### src/hw/stc_pkg.sv
// Shared constants and types for the scan test port pair
package stc_pkg;
  // Test port controller states
  typedef enum logic [3:0] {
    TAP_RESET, TAP_IDLE, TAP_SEL_DR, TAP_CAP_DR, TAP_SHIFT_DR, TAP_EXIT1_DR,
    TAP_PAUSE_DR, TAP_EXIT2_DR, TAP_UPD_DR, TAP_SEL_IR, TAP_CAP_IR,
    TAP_SHIFT_IR, TAP_EXIT1_IR, TAP_PAUSE_IR, TAP_EXIT2_IR, TAP_UPD_IR
  } stc_tap_t;
  localparam int          IR_W        = 8;
  localparam logic [7:0]  IR_CAPTURE  = 8'h81;
  localparam logic [7:0]  IR_BYPASS   = 8'hff;
  localparam logic [7:0]  IR_RESET    = 8'hff;
  localparam int          DR_W        = 8;
  localparam logic        BYP_CAPTURE = 1'b0;
  // Link clock timing for the controller end
  localparam int          SYS_NS      = 50;
  localparam int          TCK_NS      = 400;
  // Shorter half periods miss tdo on its way back through two syncs
  localparam int          TCK_HALF_MIN = 6;
  localparam int          TCK_HALF_NOM = TCK_NS / (2 * SYS_NS);
  localparam int          TCK_HALF    = (TCK_HALF_NOM < TCK_HALF_MIN) ?
                                        TCK_HALF_MIN : TCK_HALF_NOM;
  localparam int          RESET_TMS   = 5;
  // Next state of the test port controller for one tms value
  function automatic stc_tap_t stc_next(input stc_tap_t s, input logic tms);
    unique case (s)
      TAP_RESET:    stc_next = tms ? TAP_RESET   : TAP_IDLE;
      TAP_IDLE:     stc_next = tms ? TAP_SEL_DR  : TAP_IDLE;
      TAP_SEL_DR:   stc_next = tms ? TAP_SEL_IR  : TAP_CAP_DR;
      TAP_CAP_DR:   stc_next = tms ? TAP_EXIT1_DR : TAP_SHIFT_DR;
      TAP_SHIFT_DR: stc_next = tms ? TAP_EXIT1_DR : TAP_SHIFT_DR;
      TAP_EXIT1_DR: stc_next = tms ? TAP_UPD_DR  : TAP_PAUSE_DR;
      TAP_PAUSE_DR: stc_next = tms ? TAP_EXIT2_DR : TAP_PAUSE_DR;
      TAP_EXIT2_DR: stc_next = tms ? TAP_UPD_DR  : TAP_SHIFT_DR;
      TAP_UPD_DR:   stc_next = tms ? TAP_SEL_DR  : TAP_IDLE;
      TAP_SEL_IR:   stc_next = tms ? TAP_RESET   : TAP_CAP_IR;
      TAP_CAP_IR:   stc_next = tms ? TAP_EXIT1_IR : TAP_SHIFT_IR;
      TAP_SHIFT_IR: stc_next = tms ? TAP_EXIT1_IR : TAP_SHIFT_IR;
      TAP_EXIT1_IR: stc_next = tms ? TAP_UPD_IR  : TAP_PAUSE_IR;
      TAP_PAUSE_IR: stc_next = tms ? TAP_EXIT2_IR : TAP_PAUSE_IR;
      TAP_EXIT2_IR: stc_next = tms ? TAP_UPD_IR  : TAP_SHIFT_IR;
      TAP_UPD_IR:   stc_next = tms ? TAP_SEL_DR  : TAP_IDLE;
    endcase
  endfunction
endpackage

### src/hw/stc_link_if.sv
// Four wire test port between controller and device
interface stc_link_if;
  logic tck;
  logic tms;
  logic tdi;
  logic tdo_o;
  logic tdo_oe;
  // Controller end drives clock, mode select and data in
  modport ctrl (output tck, output tms, output tdi,
                input tdo_o, input tdo_oe);
  // Device end drives data out and its enable
  modport dev (input tck, input tms, input tdi,
               output tdo_o, output tdo_oe);
endinterface

### src/hw/stc_sync.sv
// Two flip-flop synchroniser for pin levels
module stc_sync #(
  parameter int W = 1
) (
  // Clock and reset
  input  wire logic         clk,
  input  wire logic         rst_n,
  // Asynchronous level in, synchronised level out
  input  wire logic [W-1:0] din,
  output logic      [W-1:0] dout
);
  logic [W-1:0] meta_q;
  // First stage feeds only the second
  always_ff @(posedge clk or negedge rst_n) begin
    if (!rst_n) begin
      meta_q <= '0;
      dout   <= '0;
    end else begin
      meta_q <= din;
      dout   <= meta_q;
    end
  end
endmodule

### src/hw/stc_ctrl.sv
// Controller end: drives test clock and runs one IR and one DR scan
module stc_ctrl
  import stc_pkg::*;
#(
  parameter int HALF = TCK_HALF,
  parameter int W    = IR_W
) (
  // System clock and reset
  input  wire logic         CLK_SYS,
  input  wire logic         RESET_N,
  // Test port
  stc_link_if.ctrl          LINK,
  // Scan request and result
  input  wire logic         START,
  input  wire logic [W-1:0] IR_VAL,
  input  wire logic [W-1:0] DR_VAL,
  input  wire logic [7:0]   DR_LEN,
  output logic              BUSY,
  output logic              DONE,
  output logic      [W-1:0] IR_OUT,
  output logic      [W-1:0] DR_OUT
);
  // Divider and shifters serve only these parameter values
  if (HALF < TCK_HALF_MIN || HALF > 256 || W < 2 || W > 255) begin : g_bad
    $error("stc_ctrl: unsupported parameters");
  end
  typedef enum logic [1:0] {C_IDLE, C_RUN} stc_cst_t;
  typedef struct packed {
    stc_cst_t       st_q;
    logic [7:0]     div_q;
    logic           tck_q;
    logic           tms_q;
    logic           tdi_q;
    stc_tap_t       tap_q;
    logic [7:0]     cnt_q;
    logic           rst_walk_q;
    logic           ir_done_q;
    logic [W-1:0]   ir_q;
    logic [W-1:0]   dr_q;
    logic [W-1:0]   ir_in_q;
    logic [W-1:0]   dr_in_q;
    logic [7:0]     len_q;
    logic           done_q;
  } stc_ctl_st_t;
  stc_ctl_st_t s_q;
  stc_ctl_st_t s_d;
  logic tdo_s;
  logic tms_n;
  stc_sync #(.W(1)) u_sync_tdo (
    .clk   (CLK_SYS),
    .rst_n (RESET_N),
    .din   (LINK.tdo_o),
    .dout  (tdo_s)
  );
  // Mode select chosen for the next rising edge
  always_comb begin
    tms_n = 1'b1;
    unique case (s_q.tap_q)
      TAP_RESET:    tms_n = s_q.rst_walk_q;
      TAP_IDLE:     tms_n = 1'b1;
      TAP_SEL_DR:   tms_n = !s_q.ir_done_q || s_q.rst_walk_q;
      TAP_SEL_IR:   tms_n = s_q.rst_walk_q;
      TAP_CAP_IR, TAP_CAP_DR: tms_n = 1'b0;
      TAP_SHIFT_IR: tms_n = (s_q.cnt_q == 8'(W - 1));
      TAP_SHIFT_DR: tms_n = (s_q.cnt_q == s_q.len_q - 8'h01);
      TAP_EXIT1_DR, TAP_PAUSE_DR, TAP_EXIT2_DR, TAP_UPD_DR,
      TAP_EXIT1_IR, TAP_PAUSE_IR, TAP_EXIT2_IR, TAP_UPD_IR:
                    tms_n = 1'b1;
    endcase
  end
  // Divider, walk and shift logic
  always_comb begin
    s_d        = s_q;
    s_d.done_q = 1'b0;
    if (s_q.st_q == C_IDLE) begin
      s_d.tck_q = 1'b0;
      if (START) begin
        s_d.st_q       = C_RUN;
        s_d.ir_q       = IR_VAL;
        s_d.dr_q       = DR_VAL;
        s_d.len_q      = (DR_LEN < 8'h02) ? 8'h02 : DR_LEN;
        s_d.tap_q      = TAP_RESET;
        s_d.rst_walk_q = 1'b0;
        s_d.ir_done_q  = 1'b0;
        s_d.cnt_q      = 8'h00;
        s_d.div_q      = 8'h00;
        s_d.tms_q      = 1'b0;
      end
    end else if (s_q.div_q == 8'(HALF - 1)) begin
      s_d.div_q = 8'h00;
      s_d.tck_q = ~s_q.tck_q;
      if (!s_q.tck_q) begin
        // Rising edge: device samples tms and tdi now
        s_d.tap_q = stc_next(s_q.tap_q, s_q.tms_q);
        s_d.cnt_q = s_q.cnt_q + 8'h01;
        if (s_q.tap_q == TAP_SHIFT_IR) begin
          s_d.ir_in_q = {tdo_s, s_q.ir_in_q[W-1:1]};
          s_d.ir_q    = s_q.ir_q >> 1;
        end
        if (s_q.tap_q == TAP_SHIFT_DR) begin
          s_d.dr_in_q = {tdo_s, s_q.dr_in_q[W-1:1]};
          s_d.dr_q    = s_q.dr_q >> 1;
        end
        if (s_q.tap_q == TAP_CAP_IR || s_q.tap_q == TAP_CAP_DR) begin
          s_d.cnt_q = 8'h00;
        end
        if (s_q.tap_q == TAP_UPD_IR) begin
          s_d.ir_done_q = 1'b1;
        end
        if (s_q.tap_q == TAP_UPD_DR) begin
          s_d.rst_walk_q = 1'b1;
        end
      end else begin
        // Falling edge: change tms and tdi
        s_d.tms_q = tms_n;
        if (s_q.tap_q == TAP_SHIFT_IR) begin
          s_d.tdi_q = s_q.ir_q[0];
        end else begin
          s_d.tdi_q = s_q.dr_q[0];
        end
        if (s_q.tap_q == TAP_SEL_DR) begin
          s_d.cnt_q = 8'h00;
        end
        // Scan ends with tck back low in Test-Logic-Reset, full high time
        if (s_q.tap_q == TAP_RESET && s_q.rst_walk_q) begin
          s_d.st_q   = C_IDLE;
          s_d.done_q = 1'b1;
        end
      end
    end else begin
      s_d.div_q = s_q.div_q + 8'h01;
    end
  end
  // State register
  always_ff @(posedge CLK_SYS or negedge RESET_N) begin
    if (!RESET_N) begin
      s_q       <= '0;
      s_q.st_q  <= C_IDLE;
      s_q.tap_q <= TAP_RESET;
      s_q.tms_q <= 1'b1;
    end else begin
      s_q <= s_d;
    end
  end
  // Outputs
  assign LINK.tck = s_q.tck_q;
  assign LINK.tms = s_q.tms_q;
  assign LINK.tdi = s_q.tdi_q;
  assign BUSY     = (s_q.st_q == C_RUN);
  assign DONE     = s_q.done_q;
  assign IR_OUT   = s_q.ir_in_q;
  assign DR_OUT   = s_q.dr_in_q;
endmodule

### src/flat_wrapper.sv
// flat-port wrapper written by rule: the top's interface ports become plain ports
module stc_ctrl_flat import stc_pkg::*;
#(
  parameter int HALF = TCK_HALF,
  parameter int W    = IR_W
)
  (CLK_SYS, RESET_N, START, IR_VAL, DR_VAL, DR_LEN, BUSY, DONE, IR_OUT, DR_OUT, LINK_tck, LINK_tms, LINK_tdi, LINK_tdo_o, LINK_tdo_oe);
  stc_link_if LINK_i ();
  input  wire logic CLK_SYS;
  input  wire logic RESET_N;
  input  wire logic START;
  input  wire logic [W-1:0] IR_VAL;
  input  wire logic [W-1:0] DR_VAL;
  input  wire logic [7:0] DR_LEN;
  output logic BUSY;
  output logic DONE;
  output logic      [W-1:0] IR_OUT;
  output logic      [W-1:0] DR_OUT;
  output wire logic [$bits(LINK_i.tck)-1:0] LINK_tck;
  output wire logic [$bits(LINK_i.tms)-1:0] LINK_tms;
  output wire logic [$bits(LINK_i.tdi)-1:0] LINK_tdi;
  input wire logic [$bits(LINK_i.tdo_o)-1:0] LINK_tdo_o;
  input wire logic [$bits(LINK_i.tdo_oe)-1:0] LINK_tdo_oe;
  assign LINK_tck = LINK_i.tck;
  assign LINK_tms = LINK_i.tms;
  assign LINK_tdi = LINK_i.tdi;
  assign LINK_i.tdo_o = LINK_tdo_o;
  assign LINK_i.tdo_oe = LINK_tdo_oe;
  stc_ctrl #(.HALF(HALF), .W(W)) u_core (.CLK_SYS(CLK_SYS), .RESET_N(RESET_N), .LINK(LINK_i), .START(START), .IR_VAL(IR_VAL), .DR_VAL(DR_VAL), .DR_LEN(DR_LEN), .BUSY(BUSY), .DONE(DONE), .IR_OUT(IR_OUT), .DR_OUT(DR_OUT));
endmodule
### config.mk
export PLATFORM = sky130hd
export DESIGN_NAME = stc_ctrl_flat
export DESIGN_NICKNAME = d
export VERILOG_FILES = /design/src/hw/stc_pkg.sv /design/src/hw/stc_link_if.sv /design/src/hw/stc_sync.sv /design/src/hw/stc_ctrl.sv /design/src/flat_wrapper.sv
export SDC_FILE = /design/constraint.sdc
export NUM_CORES = 1
export LEC_CHECK = 0
export BUFFER_PORTS_ARGS = -buffer_cell sky130_fd_sc_hd__buf_4
export CORE_ASPECT_RATIO = 2
export CORE_MARGIN = 3
export CORE_UTILIZATION = 55
export CTS_BUF_LIST = sky130_fd_sc_hd__clkbuf_2 sky130_fd_sc_hd__clkbuf_4 sky130_fd_sc_hd__clkbuf_8
export DETAILED_ROUTE_END_ITERATION = 7
export PLACE_DENSITY = 0.86
export SYNTH_ARGS = -nofsm -noshare
export SYNTH_HDL_FRONTEND = slang
export SYNTH_HIERARCHICAL = 1
export SYNTH_SLANG_ARGS = --single-unit
### constraint.sdc
create_clock -name CLK_SYS -period 2.7 [get_ports CLK_SYS]
set_input_delay 0.27 -clock CLK_SYS [delete_from_list [all_inputs] [get_ports CLK_SYS]]
set_output_delay 0.27 -clock CLK_SYS [all_outputs]
set_load 0.02 [all_outputs]
---- After elaboration in Yosys (flattened, before gate mapping) ----
Index checks and enable logic that the tools add are counted.
word-level totals
  bits in registers ....................... 70
cells by class
  add/subtract/negate cells ............... 3
  magnitude comparators ................... 1
  eq/ne operators ......................... 22
  muxes and demuxes ....................... 42
  bitwise operators ....................... 2
  reductions and logical operators ........ 31
operator list
  kind                                                                    count
  8-bit 2-to-1 mux                                                        9
  30-bit 2-to-1 mux                                                       2
  49-bit 2-to-1 mux                                                       1
  4-bit case mux with 12 select lines                                     1
  34-bit 2-to-1 mux                                                       1
  4-bit equality test (second input constant)                             8
  4-bit AND reduction                                                     7
  4-bit 2-to-1 mux                                                        5
  8-bit by 1-bit adder with 8-bit output (second input constant)          2
  4-bit by 3-bit equality test with 1-bit output (second input constant)  4
  8-bit by 3-bit equality test with 1-bit output (second input constant)  2
  2-bit 2-to-1 mux                                                        7
  2-bit nonzero test                                                      7
  12-bit 2-to-1 mux                                                       1
  3-bit AND reduction                                                     4
  1-bit 2-to-1 mux                                                        11
  10-bit 2-to-1 mux                                                       1
  9-bit OR reduction                                                      1
  4-bit by 2-bit equality test with 1-bit output (second input constant)  2
  8-bit equality test                                                     1
  8-bit by 2-bit < comparator with 1-bit output (second input constant)   1
  2-bit OR reduction                                                      4
  8-bit by 1-bit subtractor with 8-bit output (second input constant)     1
  3-bit 2-to-1 mux                                                        2
  other kinds (13)                                                        16

---- Logic depth before layout (Yosys ltp) ----
  depth after elaboration ................. 6
  gate-level depth with buffers ........... 9

---- Modules after synthesis ----
Netlist, hierarchy kept.
modules (own cells, without submodules)
  module    times used  cells an instance  area each (um^2)  seq. area each (um^2)
  stc_ctrl  1           399                3649.8            1677.9
  stc_sync  1           2                  50.0              50.0

---- Least setup slack after synthesis ----
No wires, ideal clock.
  path kind ............................... register to register
  start point ............................. register u_core/s_q[1] in the netlist's numbering
  end point ............................... register u_core.s_q, in the netlist u_core/LINK.tms
  arrival time ............................ 1.979 ns
  data required time ...................... 2.628 ns
  setup slack ............................. 0.650 ns
  stages on the path, launching flop included .. 9
  buffers on the path ..................... 1
  clock period less this slack ............ 2.050 ns
  path through ............................ dfrtp_1 -> clkbuf_1 -> inv_1 -> ha_1 -> or2b_2 -> or3_1 -> and2_0 -> o311a_1 -> o21ai_1
on the way
  cells in the longest elaborated chain, start to end .. 6
ends and longest elaborated chain
  what                                         line            source
  from (decl)                                  stc_ctrl.sv:45  stc_ctl_st_t s_q;
  8-bit by 1-bit subtractor with 8-bit output  stc_ctrl.sv:65  TAP_SHIFT_DR: tms_n = (s_q.cnt_q == s_q.len_q - 8'h01);
  8-bit equality test                          stc_ctrl.sv:65
  1-bit case mux with 6 select lines           stc_ctrl.sv:58  unique case (s_q.tap_q)
  2-bit 2-to-1 mux                             stc_ctrl.sv:92  if (!s_q.tck_q) begin
  49-bit 2-to-1 mux                            stc_ctrl.sv:89  end else if (s_q.div_q == 8'(HALF - 1)) begin
  12-bit 2-to-1 mux                            stc_ctrl.sv:75  if (s_q.st_q == C_IDLE) begin
Every way passes these cells. The select of a mux whose other input is x is not followed.
A chain may end at the register's enable or synchronous reset.

---- Worst setup path after layout ----
  start point ............................. register u_core/s_q[58] in the netlist's numbering
  end point ............................... register u_core/s_q[30] in the netlist's numbering
on the way
  cells in the longest elaborated chain, start to end .. 3
ends and longest elaborated chain
  what                                            line
  8-bit by 3-bit equality test with 1-bit output  stc_ctrl.sv:89
  2-bit nonzero test (no source line)             --
  4-bit AND reduction (no source line)            --
Every way passes these cells.

==> reports/metrics.csv <==
stage,metric,value,unit
routing,Detail Route Antenna Nets,0,
power_and_ir_drop,Sw Ratio,0.379,
die,row count,41,
logic_synthesis,Syn Area/Cell,9.23,sq um
final_layout,ANT cells,0,
routing,drt pass-1 iters,4,
routing,DR WL/cell,15.0,microns
timing,final setup TNS,0,ns
timing,Final Hold Fails,0,
cts,"Setup Fix Bufs, Post-CTS",0,
logic_synthesis,Ys Warns,6,
global_route,GR Util All Layers,0.211,
logic_synthesis,Syn Inst Count,401,
setup_path,CP endpoint kind,flip-flop,
setup_path,r2r endpoint,u_core/s_q[30]$_DFFE_PN0P_,
cts,clock root cell,clkbuf_8,
place,Post-DP HPWL,5430,microns
timing,Hold WS,0.0111,ns
routing,routed wire length,7770,microns
cts,clock insertion delay at the later pin of the skew report,0.35,ns
run,max_cap viols,0,
die,Ports,50,
timing,fmax,0.420,GHz
cts,CTS tree,built,
routing,DR DRC count,0,
logic_synthesis,Netlist Area Pre-Place,3700,sq um
timing,Final min period,2.38,ns
cts,"Clk pin slew, worst setup/hold paths",0.07,ns
cts,Max clock buf depth,2,
die,die span in x,64.0,microns
timing,worst clock skew,0.00989,ns
place,pre-CTS setup slack,0.334,ns
place,placer congestion estimate,0.811,
global_route,initial antenna violation count,0,
timing,Rel. slew slack,0.398,
timing,Max Slew Vio Count,0,
cts,hold buffer count at CTS,0,
global_route,largest net degree at the start of global routing,70,
setup_path,CP max FO,16,
power_and_ir_drop,Overall Power,3640,uW
cts,Clock Sinks,69,
timing,RSZ-0062 raised after global routing,false,
logic_synthesis,Yosys reg bits,69,
final_layout,# fillers,523,
die,Starting Density,0.577,
routing,Via Count,2977,
power_and_ir_drop,Clock Power Share,0.237,
setup_path,Reg-to-Reg Start,u_core/s_q[58]$_DFFE_PN0P_,
setup_path,critical setup path kind,reg -> reg,
die,chip height,122,microns
timing,Final period util,0.881,
timing,Worst-Margin Slew,0.904,ns
power_and_ir_drop,Max VDD drop,0.537,mV
die,total die area,7810,sq um
final_layout,Final #Nets,460,
routing,vias per inst,5.75,
logic_synthesis,post-synth cell types,58,
power_and_ir_drop,Int Pwr,2260,uW
status,status,"complete, no violations",
power_and_ir_drop,Net Sw Power,1380,uW
setup_path,WP data required,2.88,ns
global_route,first-pass GRT wire length,13100,microns
setup_path,CP Launch Type,flip-flop,
final_layout,post-layout util,0.654,
cts,H-Tree Depth,3,
die,core area,6410,sq um
min_path,Min-Delay Path Class,in -> async,
routing,initial DRC count,120,
setup_path,Worst Path Arrival,2.56,ns
cts,CTS buffer count,9,
logic_synthesis,ys flop type,dfrtp_1,
setup_path,flop2flop setup slack,0.32,ns
power_and_ir_drop,Leak,0.00189,uW
final_layout,synth-to-layout area growth,13.3,%
power_and_ir_drop,Pwr Density,868,nW/um^2
power_and_ir_drop,Flop pwr share,0.474,
logic_synthesis,syn nets,434,
final_layout,max reg flops,47,
logic_synthesis,sequential share of the synthesized area,0.467,
cts,cts repair resizes,0,
timing,Setup Viol. Count Final,0,
logic_synthesis,Post-synth EDFFs,0,
logic_synthesis,Post-synth ARST share,1.00,
timing,final worst setup slack,0.322,ns
global_route,total grt overflow,0,
final_layout,layout cells sized above 1,0.208,
place,PortBufs,48,
final_layout,largest register by flop count,u_core/s_q,
setup_path,Worst Reg-to-Reg Cells,5,
global_route,vias in the first global route,2954,
power_and_ir_drop,Comb pwr share,0.289,
==> worst max-delay path, stage by stage, from the launching register on <==
cell	delay [ns]
dfrtp_1	0.44
ha_1	0.24
and3b_1	0.20
and4b_1	0.34
a21oi_1	0.76
o21ai_0	0.23
==> stage by stage <==
stage | cells | cell area, sq um
after floorplan | 401 | 3700
after global placement | 502 | 3980
after detailed placement | 502 | 3980
after CTS | 518 | 4190
after global routing | 518 | 4190
final | 518 | 4190
==> metal layers <==
layer	up-vias	part of all wire	GRT usage
met4	0	0.015	0.0947
met3	9	0.027	0.0369
met1	1466	0.39	0.238
li1	1444	-	-
met5	-	0	0
met2	58	0.56	0.379
==> area by class of cell <==
type,instances,area [sq um],area share
inverters,7,26.3,0.00627
multi-input cells,287,1720,0.411
repair buffers,53,398,0.0949
well taps,86,108,0.0257
clock buffers,10,138,0.0328
flip-flops and latches,69,1730,0.412
clock inverters,6,72.6,0.0173
==> how the worst max path moves through the flow <==
stage / start / end / slack, ns / cells past startpoint
6_report: u_core/s_q[58]$_DFFE_PN0P_ / u_core/s_q[30]$_DFFE_PN0P_ / 0.32 / 5
5_1_grt: u_core/s_q[58]$_DFFE_PN0P_ / u_core/s_q[34]$_DFFE_PN0P_ / 0.06 / 5
4_1_cts: u_core/s_q[58]$_DFFE_PN0P_ / u_core/s_q[30]$_DFFE_PN0P_ / 0.32 / 5
3_5_place_dp: u_core/s_q[58]$_DFFE_PN0P_ / u_core/s_q[40]$_DFFE_PN0P_ / 0.33 / 5
3_3_place_gp: u_core/s_q[58]$_DFFE_PN0P_ / u_core/s_q[34]$_DFFE_PN0P_ / 0.44 / 5
2_1_floorplan: u_core/s_q[1]$_DFFE_PN0P_ / u_core/LINK.tms$_DFFE_PN1P_ / 0.65 / 8
==> cells by family after synthesis <==
group                    Yosys count  share of synthesized area
multiplexers                      17                     0.0514
AND/OR/NAND/NOR                  149                      0.198
flip-flops                        69                      0.467
XOR/XNOR                          12                     0.0321
AO/OA/AOI/OAI                    105                      0.170
buffers and inverters             45                     0.0673
adder cells (fa/ha/maj)            4                     0.0135
==> layout by cell type, fill, tap and decap left out, types with 3 or more instances in the layout <==
cell | netlist | final
dfrtp_1 | 68 | 68
nand2_1 | 61 | 61
buf_4 | 16 | 53
o21ai_0 | 49 | 49
a21oi_1 | 21 | 21
nor2_1 | 19 | 19
nor2b_1 | 17 | 17
nand3_1 | 16 | 16
mux2_2 | 16 | 16
clkbuf_8 | 0 | 10
inv_1 | 6 | 6
nand2b_1 | 6 | 6
and3_1 | 6 | 6
xor2_1 | 6 | 6
o31ai_1 | 6 | 6
xnor2_1 | 5 | 5
clkinv_4 | 0 | 4
ha_1 | 4 | 4
or4_1 | 3 | 3
nor3_1 | 3 | 3
a32o_1 | 3 | 3
or3_1 | 3 | 3
nand4_1 | 3 | 3
==> synth_stat cells, types with 4 or more instances <==
cell      number  area, sq um
a21oi_1       21          105
and3_1         6         37.5
buf_2          6         30.0
buf_4         16          120
clkbuf_1      11         41.3
dfrtp_1       68         1700
ha_1           4         50.1
inv_1          6         22.5
mux2_2        16          180
nand2_1       61          229
nand2b_1       6         37.5
nand3_1       16         80.1
nor2_1        19         71.3
nor2b_1       17          106
o21ai_0       49          245
o31ai_1        6         45.0
xnor2_1        5         43.8
xor2_1         6         52.6
==> power groups by stage <==
stage                     sequential (uW)  clock, uW  combinational (uW)
final                                1720        862                1050
after global routing                 1770        926                1190
after CTS                            1710        878                1050
after detailed placement             1730          0                1040
after global placement               1710          0                 992
after floorplan                      1540          0                 929
Note: power is estimated with default switching activity, not from simulation.
